### src/rtl/gec_pkg.sv
// Package for the global error collector: offsets, resets, carriers
package gec_pkg;

  // ==========================================================
  // Geometry
  // ==========================================================
  localparam int GEC_NUM_CLASSES = 3;
  localparam int GEC_NUM_PORTS = 4;
  localparam int GEC_NUM_CLUSTERS = GEC_NUM_PORTS + 3;
  localparam int GEC_ADDR_W = 8;
  localparam int GEC_SYNC_STAGES = 3;

  // Class indices in every per-class array
  localparam int GEC_CLS_CORR = 0;
  localparam int GEC_CLS_NONFATAL = 1;
  localparam int GEC_CLS_FATAL = 2;

  // Cluster bit positions inside every status and log register
  localparam int GEC_BIT_MEMCTL = 0;
  localparam int GEC_BIT_SYSAGENT = 1;
  localparam int GEC_BIT_PORT0 = 2;
  localparam int GEC_BIT_COLLECTOR = GEC_BIT_PORT0 + GEC_NUM_PORTS;

  // ==========================================================
  // Register byte offsets; per-class groups step by one word
  // ==========================================================
  localparam logic [7:0] GEC_OFF_STATUS = 8'h00;
  localparam logic [7:0] GEC_OFF_GMASK = 8'h10;
  localparam logic [7:0] GEC_OFF_FIRST = 8'h20;
  localparam logic [7:0] GEC_OFF_NEXT = 8'h30;
  localparam logic [7:0] GEC_OFF_STAMP = 8'h40;
  localparam logic [7:0] GEC_OFF_SEV_STATUS = 8'h50;
  localparam logic [7:0] GEC_OFF_SEV_MASK = 8'h54;
  localparam logic [7:0] GEC_OFF_EVT_MAP = 8'h58;
  localparam logic [7:0] GEC_OFF_PIN_EN = 8'h5c;
  localparam logic [7:0] GEC_OFF_SYSERR_MAP = 8'h60;
  localparam logic [7:0] GEC_OFF_TIMER = 8'h64;

  // ==========================================================
  // Reset values
  // ==========================================================
  // Map bit 1 selects NMI, 0 selects SMI: corr SMI, others NMI
  localparam logic [2:0] GEC_RST_EVT_MAP = 3'h6;
  localparam logic [2:0] GEC_RST_SEV_MASK = 3'h0;
  localparam logic [2:0] GEC_RST_PIN_EN = 3'h0;
  localparam logic GEC_RST_SYSERR_MAP = 1'b1;
  localparam logic [GEC_NUM_CLUSTERS-1:0] GEC_RST_GMASK = '0;
  localparam logic [GEC_SYNC_STAGES-1:0] GEC_RST_SYNC_HIGH = '1;

  // ==========================================================
  // Carriers
  // ==========================================================
  typedef logic [GEC_NUM_CLUSTERS-1:0] gec_vec_t;

  // Reports from the local clusters, one pulse vector per class
  typedef struct packed {
    gec_vec_t fatal;
    gec_vec_t nonfatal;
    gec_vec_t correctable;
  } gec_report_s;

  // Events toward the processor, one-cycle pulses
  typedef struct packed {
    logic smi;
    logic nmi;
  } gec_event_s;

  // Active-low severity pins toward the management controller
  typedef struct packed {
    logic fatal_error_pin_n;
    logic nonfatal_error_pin_n;
    logic correctable_error_pin_n;
  } gec_pins_s;

endpackage : gec_pkg

### src/rtl/gec_global_error_collector.sv
// Global error collector: status, first/next logs, events and pins
//
// Summary of operation
// - Fatal, non-fatal and correctable status registers, a bit per cluster.
// - A cluster report sets its bit in the status register of its class.
// - Status bits clear only by writing one; zero leaves them alone.
// - A per-error mask stops later reports setting the status bit.
// - Global error mask is non-sticky; every reset clears it.
// - First and next logs per class, one bit per cluster, write-one-clear.
// - Time stamp is captured when a class records its first error.
// - A first log holds unchanged until software clears its bits or core power is lost.
// - Severity event bit is the OR of unmasked status of that class.
// - Each severity event bit has a mask that forces it to zero.
// - Rising severity event raises SMI or NMI as the map selects.
// - Enabled severity pin drives low while an error of it is logged.
// - Map resets to SMI for correctable, NMI for the others.
// - Severity event mask is non-sticky and cleared by a hard reset.
// - Instability error input is routed to NMI or SMI.
// - First error sets the first log, later errors set the next log.
// - First and next logging events raise no system event of their own; only a rising severity event bit raises one.
// - Logs stay valid until first log cleared or power is lost.
// - An error already in the first log is not put in next log.
// - Simultaneous errors of one class log two: first and next.
// - Status and logs change in one edge, reads see whole sets.
// - Status clears only at power-on; logs also clear on core power loss and survive platform reset.
// - Status sets on new reports; after clears the OR is reevaluated.
//
// Decided for this implementation: the APB register port and the placing of the registers.
`timescale 1ns/1ps
`default_nettype none

module gec_global_error_collector
  import gec_pkg::*;
#(
  parameter int TS_WIDTH = 32
)
(
  input wire logic pclk,
  input wire logic presetn,
  // APB slave
  input wire logic psel,
  input wire logic penable,
  input wire logic pwrite,
  input wire logic [GEC_ADDR_W-1:0] paddr,
  input wire logic [31:0] pwdata,
  output logic [31:0] prdata,
  output logic pready,
  output logic pslverr,
  // Cluster reports and instability error, on pclk
  input wire gec_report_s err_report,
  input wire logic system_instability_error,
  // Board-level pins, asynchronous
  input wire logic platform_reset_out_n,
  input wire logic core_power_good_in,
  // Outputs
  output gec_event_s cpu_event,
  output gec_pins_s error_pins
);

  // ==========================================================
  // Elaboration checks
  // ==========================================================
  // Stamp and time base each fit one bus word
  if (TS_WIDTH < 1 || TS_WIDTH > 32)
  begin : g_bad_ts
    $error("TS_WIDTH must lie between 1 and 32");
  end

  // ==========================================================
  // Helpers
  // ==========================================================
  // Class index of a per-class address group, or 3 when not in group
  function automatic logic [1:0] class_of(input logic [7:0] a,
                                          input logic [7:0] base);
    logic [7:0] d;
    d = a - base;
    if (a >= base && d[7:4] == 4'h0 && d[1:0] == 2'b00 && d[3:2] != 2'b11)
      class_of = d[3:2];
    else
      class_of = 2'b11;
  endfunction : class_of

  // Lowest set bit of a cluster vector
  function automatic gec_vec_t lowest_bit(input gec_vec_t v);
    lowest_bit = v & (~v + gec_vec_t'(1));
  endfunction : lowest_bit

  // ==========================================================
  // Pin synchronisers: three stages, change once last two agree
  // ==========================================================
  logic [GEC_SYNC_STAGES-1:0] plat_sync;
  logic [GEC_SYNC_STAGES-1:0] pgood_sync;
  logic plat_rst_n;
  logic pgood;

  // Reset high: pins read as released, no false reset after power-on
  always_ff @(posedge pclk or negedge presetn)
  begin
    if (!presetn)
    begin
      plat_sync <= GEC_RST_SYNC_HIGH;
      pgood_sync <= GEC_RST_SYNC_HIGH;
    end
    else
    begin
      plat_sync <= {plat_sync[1:0], platform_reset_out_n};
      pgood_sync <= {pgood_sync[1:0], core_power_good_in};
    end
  end

  // Filtered levels, updated only when stages two and three agree
  always_ff @(posedge pclk or negedge presetn)
  begin
    if (!presetn)
    begin
      plat_rst_n <= 1'b1;
      pgood <= 1'b1;
    end
    else
    begin
      if (plat_sync[1] == plat_sync[2])
        plat_rst_n <= plat_sync[2];
      if (pgood_sync[1] == pgood_sync[2])
        pgood <= pgood_sync[2];
    end
  end

  // ==========================================================
  // APB decode
  // ==========================================================
  // Register map, byte offsets; class k is 0 corr, 1 nonfatal, 2 fatal
  //   0x00 + 4k  status, write one to clear
  //   0x10 + 4k  global error mask, read/write
  //   0x20 + 4k  first error log, write one to clear
  //   0x30 + 4k  next error log, write one to clear
  //   0x40 + 4k  first error time stamp, read only
  //   0x50       severity event status, read only
  //   0x54       severity event mask
  //   0x58       severity to event map, one selects NMI
  //   0x5c       severity pin enable
  //   0x60       instability event map, one selects NMI
  //   0x64       free-running time base, read only
  // Word 0xc of each per-class group and all else answer with an error
  logic setup_ph;
  logic wr_acc;
  logic [1:0] wcls_status;
  logic [1:0] wcls_gmask;
  logic [1:0] wcls_first;
  logic [1:0] wcls_next;

  assign setup_ph = psel & ~penable;
  assign wr_acc = psel & penable & pwrite;
  assign wcls_status = class_of(paddr, GEC_OFF_STATUS);
  assign wcls_gmask = class_of(paddr, GEC_OFF_GMASK);
  assign wcls_first = class_of(paddr, GEC_OFF_FIRST);
  assign wcls_next = class_of(paddr, GEC_OFF_NEXT);
  // No wait state: data is registered in setup, answered in access
  assign pready = psel & penable;

  // ==========================================================
  // Per-class state
  // ==========================================================
  gec_vec_t report [GEC_NUM_CLASSES];
  gec_vec_t status [GEC_NUM_CLASSES];
  gec_vec_t gmask [GEC_NUM_CLASSES];
  gec_vec_t first_error_log [GEC_NUM_CLASSES];
  gec_vec_t next_error_log [GEC_NUM_CLASSES];
  logic [TS_WIDTH-1:0] stamp [GEC_NUM_CLASSES];
  logic [TS_WIDTH-1:0] timer;
  logic [2:0] sev_mask;
  logic [2:0] evt_map;
  logic [2:0] pin_en;
  logic syserr_map;
  logic [2:0] sev_status;
  logic [2:0] next_sev_status;

  // Reports unpacked per class so one loop serves all three
  assign report[GEC_CLS_CORR] = err_report.correctable;
  assign report[GEC_CLS_NONFATAL] = err_report.nonfatal;
  assign report[GEC_CLS_FATAL] = err_report.fatal;

  // Free-running time base for the first-error stamps
  always_ff @(posedge pclk or negedge presetn)
  begin
    if (!presetn)
      timer <= '0;
    else
      timer <= timer + TS_WIDTH'(1);
  end

  // Non-sticky masks: any reset clears them; event controls clear on presetn only
  always_ff @(posedge pclk or negedge presetn)
  begin
    if (!presetn)
    begin
      for (int c = 0; c < GEC_NUM_CLASSES; c++)
        gmask[c] <= GEC_RST_GMASK;
      sev_mask <= GEC_RST_SEV_MASK;
      evt_map <= GEC_RST_EVT_MAP;
      pin_en <= GEC_RST_PIN_EN;
      syserr_map <= GEC_RST_SYSERR_MAP;
    end
    else if (!plat_rst_n)
    begin
      for (int c = 0; c < GEC_NUM_CLASSES; c++)
        gmask[c] <= GEC_RST_GMASK;
      sev_mask <= GEC_RST_SEV_MASK;
    end
    else if (wr_acc)
    begin
      if (wcls_gmask != 2'b11)
        gmask[wcls_gmask] <= pwdata[GEC_NUM_CLUSTERS-1:0];
      if (paddr == GEC_OFF_SEV_MASK)
        sev_mask <= pwdata[2:0];
      if (paddr == GEC_OFF_EVT_MAP)
        evt_map <= pwdata[2:0];
      if (paddr == GEC_OFF_PIN_EN)
        pin_en <= pwdata[2:0];
      if (paddr == GEC_OFF_SYSERR_MAP)
        syserr_map <= pwdata[0];
    end
  end

  // Status and logs: all classes move on the same edge
  // A report meeting a write-one clear in one cycle keeps its bit set,
  // so an error raised while software clears is never lost
  always_ff @(posedge pclk or negedge presetn)
  begin
    if (!presetn)
    begin
      for (int c = 0; c < GEC_NUM_CLASSES; c++)
      begin
        status[c] <= '0;
        first_error_log[c] <= '0;
        next_error_log[c] <= '0;
        stamp[c] <= '0;
      end
    end
    else
    begin
      for (int c = 0; c < GEC_NUM_CLASSES; c++)
      begin
        gec_vec_t hit;
        gec_vec_t clr_s;
        gec_vec_t clr_f;
        gec_vec_t clr_n;
        gec_vec_t kept_f;
        gec_vec_t kept_n;
        gec_vec_t pick;
        hit = report[c] & ~gmask[c];
        clr_s = (wr_acc && wcls_status == c[1:0]) ?
                pwdata[GEC_NUM_CLUSTERS-1:0] : '0;
        clr_f = (wr_acc && wcls_first == c[1:0]) ?
                pwdata[GEC_NUM_CLUSTERS-1:0] : '0;
        clr_n = (wr_acc && wcls_next == c[1:0]) ?
                pwdata[GEC_NUM_CLUSTERS-1:0] : '0;
        // Set wins over a clear arriving in the same cycle
        status[c] <= (status[c] & ~clr_s) | hit;
        kept_f = first_error_log[c] & ~clr_f;
        kept_n = next_error_log[c] & ~clr_n;
        // Next log only lives while a first error is held
        if (kept_f == '0 && first_error_log[c] != '0)
          kept_n = '0;
        // Logs are lost only with core power; platform reset keeps them
        if (!pgood)
        begin
          kept_f = '0;
          kept_n = '0;
        end
        if (kept_f == '0 && hit != '0)
        begin
          // New first error: one to first log, one more to next log
          pick = lowest_bit(hit);
          first_error_log[c] <= pick;
          next_error_log[c] <= kept_n | lowest_bit(hit & ~pick);
          stamp[c] <= timer;
        end
        else
        begin
          first_error_log[c] <= kept_f;
          next_error_log[c] <= kept_n | (hit & ~kept_f);
        end
      end
    end
  end

  // ==========================================================
  // Severity events, processor events and pins
  // ==========================================================
  // Unmasked OR of each class; re-evaluated every cycle after clears
  always_comb
  begin
    for (int c = 0; c < GEC_NUM_CLASSES; c++)
      next_sev_status[c] = (|status[c]) & ~sev_mask[c];
  end

  // Rising edges raise one-cycle events; pins follow held first logs
  always_ff @(posedge pclk or negedge presetn)
  begin
    if (!presetn)
    begin
      sev_status <= '0;
      cpu_event <= '0;
      error_pins <= '1;
    end
    else
    begin
      logic [2:0] rise;
      logic [2:0] logged;
      rise = next_sev_status & ~sev_status;
      sev_status <= next_sev_status;
      cpu_event.nmi <= (|(rise & evt_map)) |
                       (system_instability_error & syserr_map);
      cpu_event.smi <= (|(rise & ~evt_map)) |
                       (system_instability_error & ~syserr_map);
      for (int c = 0; c < GEC_NUM_CLASSES; c++)
        logged[c] = |first_error_log[c];
      logged = logged & pin_en;
      error_pins.correctable_error_pin_n <= ~logged[GEC_CLS_CORR];
      error_pins.nonfatal_error_pin_n <= ~logged[GEC_CLS_NONFATAL];
      error_pins.fatal_error_pin_n <= ~logged[GEC_CLS_FATAL];
    end
  end

  // ==========================================================
  // APB read data, captured in the setup cycle
  // ==========================================================
  // Reading in setup keeps the bus answer free of wait states
  always_ff @(posedge pclk or negedge presetn)
  begin
    if (!presetn)
    begin
      prdata <= '0;
      pslverr <= 1'b0;
    end
    else if (setup_ph)
    begin
      logic [1:0] k;
      logic [7:0] d;
      prdata <= '0;
      pslverr <= 1'b0;
      d = paddr - GEC_OFF_STAMP;
      k = class_of(paddr, GEC_OFF_STATUS);
      if (k != 2'b11)
        prdata[GEC_NUM_CLUSTERS-1:0] <= status[k];
      else if (class_of(paddr, GEC_OFF_GMASK) != 2'b11)
        prdata[GEC_NUM_CLUSTERS-1:0] <= gmask[class_of(paddr, GEC_OFF_GMASK)];
      else if (class_of(paddr, GEC_OFF_FIRST) != 2'b11)
        prdata[GEC_NUM_CLUSTERS-1:0] <=
          first_error_log[class_of(paddr, GEC_OFF_FIRST)];
      else if (class_of(paddr, GEC_OFF_NEXT) != 2'b11)
        prdata[GEC_NUM_CLUSTERS-1:0] <=
          next_error_log[class_of(paddr, GEC_OFF_NEXT)];
      else if (class_of(paddr, GEC_OFF_STAMP) != 2'b11)
        prdata[TS_WIDTH-1:0] <= stamp[d[3:2]];
      else if (paddr == GEC_OFF_SEV_STATUS)
        prdata[2:0] <= sev_status;
      else if (paddr == GEC_OFF_SEV_MASK)
        prdata[2:0] <= sev_mask;
      else if (paddr == GEC_OFF_EVT_MAP)
        prdata[2:0] <= evt_map;
      else if (paddr == GEC_OFF_PIN_EN)
        prdata[2:0] <= pin_en;
      else if (paddr == GEC_OFF_SYSERR_MAP)
        prdata[0] <= syserr_map;
      else if (paddr == GEC_OFF_TIMER)
        prdata[TS_WIDTH-1:0] <= timer;
      else
        pslverr <= 1'b1; // Unmapped address
    end
  end

endmodule : gec_global_error_collector

`default_nettype wire

### config.mk
export PLATFORM = sky130hd
export DESIGN_NAME = gec_global_error_collector
export DESIGN_NICKNAME = d
export VERILOG_FILES = /design/src/rtl/gec_pkg.sv /design/src/rtl/gec_global_error_collector.sv
export SDC_FILE = /design/constraint.sdc
export NUM_CORES = 1
export LEC_CHECK = 0
export BUFFER_PORTS_ARGS = -buffer_cell sky130_fd_sc_hd__buf_2
export CORE_AREA = 2 2 270 139
export CTS_CLUSTER_DIAMETER = 60
export DETAILED_ROUTE_END_ITERATION = 8
export DIE_AREA = 0 0 272 141
export PLACE_DENSITY = 0.58
export SLEW_MARGIN = 10
export SYNTH_ARGS = -nofsm -noshare
export SYNTH_HDL_FRONTEND = slang
export SYNTH_SLANG_ARGS = --single-unit
### constraint.sdc
create_clock -name pclk -period 5.65 [get_ports pclk]
set_input_delay 0.8475 -clock pclk [delete_from_list [all_inputs] [get_ports pclk]]
set_output_delay 0.8475 -clock pclk [all_outputs]
set_load 0.05 [all_outputs]
* Yosys cells after proc, flatten, opt, wreduce, memory -nomap -nowiden
Index checks and enable logic that the tools add are counted.
** Cells by class
- Add/sub/neg operators :: 11
- $lt $le $gt $ge :: 12
- Equality and inequality tests :: 28
- Muxes and demuxes :: 111
- Bitwise logic cells :: 87
- Reduce and logical (&&, ||, !) cells :: 69
** Operator list (number)
- two-way mux 7 bit :: 37
- AND 7 bit :: 24
- NOT 7 bit :: 24
- two-way mux 32 bit :: 4
- two-way mux 29 bit :: 4
- two-way mux 25 bit :: 4
- binary-select mux 32 bit (select 2 bit) :: 1
- two-way mux 2 bit :: 32
- two-way mux 21 bit :: 3
- OR 7 bit :: 9
- binary-select mux 7 bit (select 2 bit) :: 4
- equality test 8 x 7 -> 1 bit (second input constant) :: 6
- adder 7 x 1 -> 7 bit (second input constant) :: 6
- zero test 7 bit :: 6
- nonzero test 7 bit :: 6
- OR reduction 7 bit :: 6
- adder 32 x 1 -> 32 bit (second input constant) :: 1
- logical AND 1 bit :: 31
- two-way mux 31 bit :: 1
- inequality test 2 bit (second input constant) :: 11
- bitwise mux 21 bit :: 1
- two-way mux 3 bit :: 7
- zero test 4 bit :: 5
- >= comparator 3 bit (second input constant) :: 6
- 24 further kinds :: 79
** Storage, ports and cells
- Flip-flop bits (word level) :: 271
- Bits of input ports :: 69
- Logic and storage cells :: 350

* Longest topological paths before layout
- Word-level depth :: 32
- Mapped depth :: 12
- Depth with buffers taken out :: 8

* Least setup slack after synthesis
OpenSTA, ideal clock, no wires.
- Kind :: in2reg
- Start :: input port paddr[6]
- End :: register stamp[37] (netlist bit)
- Setup time :: 125 ps
- Data arrival time :: 3196 ps
- Slack :: 2330 ps
- Cell stages on the path :: 11
- Path buffers :: 3
- Cell sequence :: inv_1 -> ha_1 -> and3b_1 -> and3_1 -> buf_6 -> buf_2 -> a31oi_1 -> a2111o_1 -> o2bb2ai_1 -> buf_2 -> mux2_2
** Between the ends
- Cells in the longest elaborated chain, start to end :: 14
- Elaborated cells between the ends (all ways) :: 15
- Those cells by class :: 1 x add/sub; 1 x order compare; 1 x eq/ne; 3 x mux; 2 x bitwise; 7 x reduce/logical
** RTL lines
- start: declaration :: line gec_global_error_collector.sv:44 : input wire logic [GEC_ADDR_W-1:0] paddr,
- subtractor 8 x 6 -> 8 bit :: line gec_global_error_collector.sv:76 : d = a - base;
- zero test 4 bit :: line gec_global_error_collector.sv:77 : if (a >= base && d[7:4] == 4'h0 && d[1:0] == 2'b00 && d[3:2] != 2'b11)
- logical AND 1 bit (*) (3 in series) :: line gec_global_error_collector.sv:77
- two-way mux 2 bit (*) :: line gec_global_error_collector.sv:77
- equality test 2 x 1 -> 1 bit (*) :: line gec_global_error_collector.sv:253 : clr_f = (wr_acc && wcls_first == c[1:0]) ?
- logical AND 1 bit (*) :: line gec_global_error_collector.sv:253
- two-way mux 7 bit (*) :: line gec_global_error_collector.sv:253
- NOT 7 bit (*) :: line gec_global_error_collector.sv:259 : kept_f = first_error_log[c] & ~clr_f;
- AND 7 bit (*) :: line gec_global_error_collector.sv:259
- two-way mux 7 bit (*) :: line gec_global_error_collector.sv:265 : if (!pgood)
- zero test 7 bit (*) :: line gec_global_error_collector.sv:270 : if (kept_f == '0 && hit != '0)
- logical AND 1 bit (*) :: line gec_global_error_collector.sv:270
- end signal: indexed assignment :: line gec_global_error_collector.sv:276 : stamp[c] <= timer;
- end: declaration :: line gec_global_error_collector.sv:168 : logic [TS_WIDTH-1:0] stamp [GEC_NUM_CLASSES];
Every way passes the cells marked *; elsewhere a longest branch is shown, timed or not.
A chain may end at the register's enable or synchronous reset.

* Worst setup path after layout
- Start :: input port paddr[5]
- End :: register stamp[66] (netlist bit)
** Between the ends
- Cells in the longest elaborated chain, start to end :: 14
- Elaborated cells between the ends (all ways) :: 15
- Those cells by class :: 1 x add/sub; 1 x order compare; 3 x mux; 2 x bitwise; 8 x reduce/logical
** RTL lines (line)
- subtractor 8 x 6 -> 8 bit :: gec_global_error_collector.sv:76
- zero test 4 bit :: gec_global_error_collector.sv:77
- logical AND 1 bit (*) (3 in series) :: gec_global_error_collector.sv:77
- two-way mux 2 bit (*) :: gec_global_error_collector.sv:77
- zero test 2 bit (*) :: gec_global_error_collector.sv:253
- logical AND 1 bit (*) :: gec_global_error_collector.sv:253
- two-way mux 7 bit (*) :: gec_global_error_collector.sv:253
- NOT 7 bit (*) :: gec_global_error_collector.sv:259
- AND 7 bit (*) :: gec_global_error_collector.sv:259
- two-way mux 7 bit (*) :: gec_global_error_collector.sv:265
- zero test 7 bit (*) :: gec_global_error_collector.sv:270
- logical AND 1 bit (*) :: gec_global_error_collector.sv:270
Marked as above.

==> impl_metrics.env <==
export IMPL_finalCritPeriodShare=0.688
export IMPL_rsz0062_at_grt="false"
export IMPL_yosys_warnings=0
export IMPL_cts_tree="built"
export IMPL_p_leak_uw=0.00713
export IMPL_cellPowerDensity_nw_per_um2=294
export IMPL_ir_drop_mv=0.212
export IMPL_start_util=0.390
export IMPL_cp_end_kind="flop"
export IMPL_startpoint="paddr[5]"
export IMPL_cts_resized_gates=0
export IMPL_synth_main_ff_cell="dfrtp_1"
export IMPL_rows=50
export IMPL_ios=108
export IMPL_grt_max_degree=141
export IMPL_slew_violations=0
export IMPL_clock_sinks=271
export IMPL_ant_nets=0
export IMPL_worstPathRequired_ns=6.10
export IMPL_wl_met2_um=16300
export IMPL_hpwl_um=32000
export IMPL_dpl_cell_count=1887
export IMPL_worst_slew_pin_slew_ns=1.09
export IMPL_yosysMostFrequentCell="dfrtp_1"
export IMPL_die_area_um2=38400
export IMPL_wl_um=45600
export IMPL_htreeDepth=1
export IMPL_gp_congestion=0.992
export IMPL_criticalPathCategory="in2reg"
export IMPL_num_vias=11100
export IMPL_clk_pin_slew_worst_paths_ns=0.07
export IMPL_insertion_delay_ns=0.57
export IMPL_final_design_area_no_fill_um2=15800
export IMPL_post_route_drc_count=0
export IMPL_ys_seq_area_frac=0.480
export IMPL_synthTopCellsByArea="dfrtp_1, mux2i_1, mux2_4"
export IMPL_reg2reg_from="gmask[16]"
export IMPL_grt_ovfl_total=0
export IMPL_fin_setup_tns_ns=0
export IMPL_synth_nets=1459
export IMPL_hold_viol=0
export IMPL_synth_avg_cell_area_um2=10.2
export IMPL_numPortBuffers=82
export IMPL_vias_per_cell=5.71
export IMPL_clockBufferDepth=3
export IMPL_area_growth_pct=11.8
export IMPL_cts_root_buf="clkbuf_16"
export IMPL_maxCapViolations=0
export IMPL_crit_chain="buf_2, inv_1, ha_1, xnor2_1, nand3_1, o21ai_0, a21oi_1, or3_2, buf_4, mux2_1"
export IMPL_synthTopCellsByCount="dfrtp_1, nand2_1, o21ai_0, mux2i_1, clkbuf_1"
export IMPL_dr_pass1_iters=6
export IMPL_synth_edff_count=0
export IMPL_start_kind="primary input"
export IMPL_fin_crit_ns=3.89
export IMPL_dr_wl_met3_um=5910
export IMPL_netlist_area_um2=14200
export IMPL_final_layout_size_suffix_gt1_frac=0.192
export IMPL_grt_pass1_wl_um=69000
export IMPL_relSlewSlack=0.268
export IMPL_setup_violations=0
export IMPL_max_stage_delay_ns=0.65
export IMPL_ctsHoldBuffers=0
export IMPL_drtIter0Drc=1231
export IMPL_wl_per_cell_um=23.5
export IMPL_cts_made_buffers=27
export IMPL_dpl_cell_area_um2=15000
export IMPL_crit_path_max_fanout=37
export IMPL_top_layer="met5"
export IMPL_netlist_area_leader_share=0.454
export IMPL_cts_setup_buffers=0
export IMPL_core_area_um2=36300
export IMPL_grt_pass1_vias=10500
export IMPL_antenna_found_initial=2
export IMPL_grt_usage=0.239
export IMPL_die_height_um=141
export IMPL_ys_ff_latch=271
export IMPL_status="finished, final reports clean"
export IMPL_synth_cells=1386
export IMPL_dieWidth_um=272
export IMPL_synth_area_leader_cell="dfrtp_1"
export IMPL_wl_met1_um=22700
export IMPL_fin_skew_ns=0.0134
export IMPL_hold_path_class="in2async"
export IMPL_cp_arrival_ns=4.33
export IMPL_fin_cells=1937
export IMPL_synth_cell_types=69
export IMPL_max_freq_mhz=257
export IMPL_async_flop_share=1.00
export IMPL_critical_path_slowest_cell="o21ai_0"
export IMPL_nets=1495
==> per-stage QoR <==
step	worst slack (ns)	hold WS, ns	total power [µW]	utilization
2_1_floorplan	2.33	0.345	2620	-
3_3_place_gp	1.29	0.347	2900	0.413
3_5_place_dp	1.32	0.350	2900	0.413
4_1_cts	1.89	0.297	4680	0.436
5_1_grt	1.54	0.323	4850	0.436
6_report	1.76	0.254	4670	0.436
==> path summary, 6_finish.rpt <==
| kind | cells after the start | slack (ns) | endpoint |
|---|---|---|---|
| worst min register to register | 0 | 0.35 | pgood_sync[1] |
| worst min-delay path | 1 | 0.25 | cpu_event[1] |
| min in group pclk | 0 | 0.35 | pgood_sync[1] |
| max in group asynchronous | 2 | 4.18 | next_error_log[10] |
| worst max-delay path | 10 | 1.76 | stamp[66] |
| worst max register to register | 7 | 1.97 | stamp[65] |
==> worst max-delay path: cells and delay by family <==
kind	cells	cell delay [ns]
xor gates and xnor gates	1	0.25
and+or+nand+nor	2	0.95
buffers and inverters	3	0.63
AOI/OAI and AO/OA	2	0.98
muxes	1	0.42
adders and majority gates	1	0.23
==> layer usage <==
layer	vias to the layer above	global-route usage
met5	-	0.0213
met4	2	0.0338
met3	44	0.101
met2	494	0.285
met1	5459	0.386
li1	5054	-
==> area by class of cell <==
type | instances | area, µm²
repair buffers | 107 | 636
clock buffers | 36 | 749
diodes | 1 | 2.50
inverters | 19 | 71.3
multi-input cells | 996 | 6870
clock inverters | 13 | 98.8
well taps | 494 | 618
fillers | 3447 | 20500
flip-flops and latches | 271 | 6800
==> report_power, final <==
group / switching (µW) / internal [µW] / total [µW]
Sequential: 76.3 / 2040 / 2120
Combinational: 522 / 250 / 772
Clock: 803 / 977 / 1780
==> kinds of logic (layout without fill, tap and decap cells) <==
| family | after synthesis | in the layout | share of synthesized area |
|---|---|---|---|
| other cells | 0 | 1 | 0 |
| fa+ha+maj | 6 | 6 | 0.00495 |
| mux | 189 | 189 | 0.157 |
| simple gates | 470 | 470 | 0.163 |
| compound gates | 294 | 294 | 0.135 |
| flops | 271 | 271 | 0.480 |
| xor+xnor | 37 | 37 | 0.0229 |
| buf+inv | 119 | 175 | 0.0375 |
==> sequential cells by signal (all words and copies together) (netlist names) <==
register,cells
status,21
error_pins,3
next_error_log,21
cpu_event,2
evt_map,3
sev_status,3
timer,32
pgood,1
stamp,96
pin_en,3
plat_rst_n,1
pgood_sync,3
sev_mask,3
first_error_log,21
gmask,21
prdata,32
syserr_map,1
pslverr,1
plat_sync,3
==> cells in the final DEF (no fill, tap or decap), types with 5 or more instances in the layout <==
cell type and n:
mux2_2 44, a22oi_1 25, mux2_4 51, nand3_1 61, xor2_1 11, buf_4 24
and4_1 5, o31ai_1 8, dfstp_2 14, o2111ai_1 9, a21o_1 7, nand2b_1 20
a22o_1 7, nor2_1 39, a32o_1 8, nor4_1 13, and3_1 21, nand3b_1 6
buf_2 80, clkinv_2 9, clkbuf_1 5, o21ai_0 99, and2_1 10, mux2_1 13
dfrtp_1 257, o22ai_1 12, o211ai_1 17, o21a_1 8, a31oi_1 22, nand2_1 191
xnor2_1 26, mux2i_1 81, nand4_1 20, inv_1 17, clkbuf_16 27, a21oi_1 37
nor2b_1 49, nor3_1 14
Power figures use the tool's default switching activity.
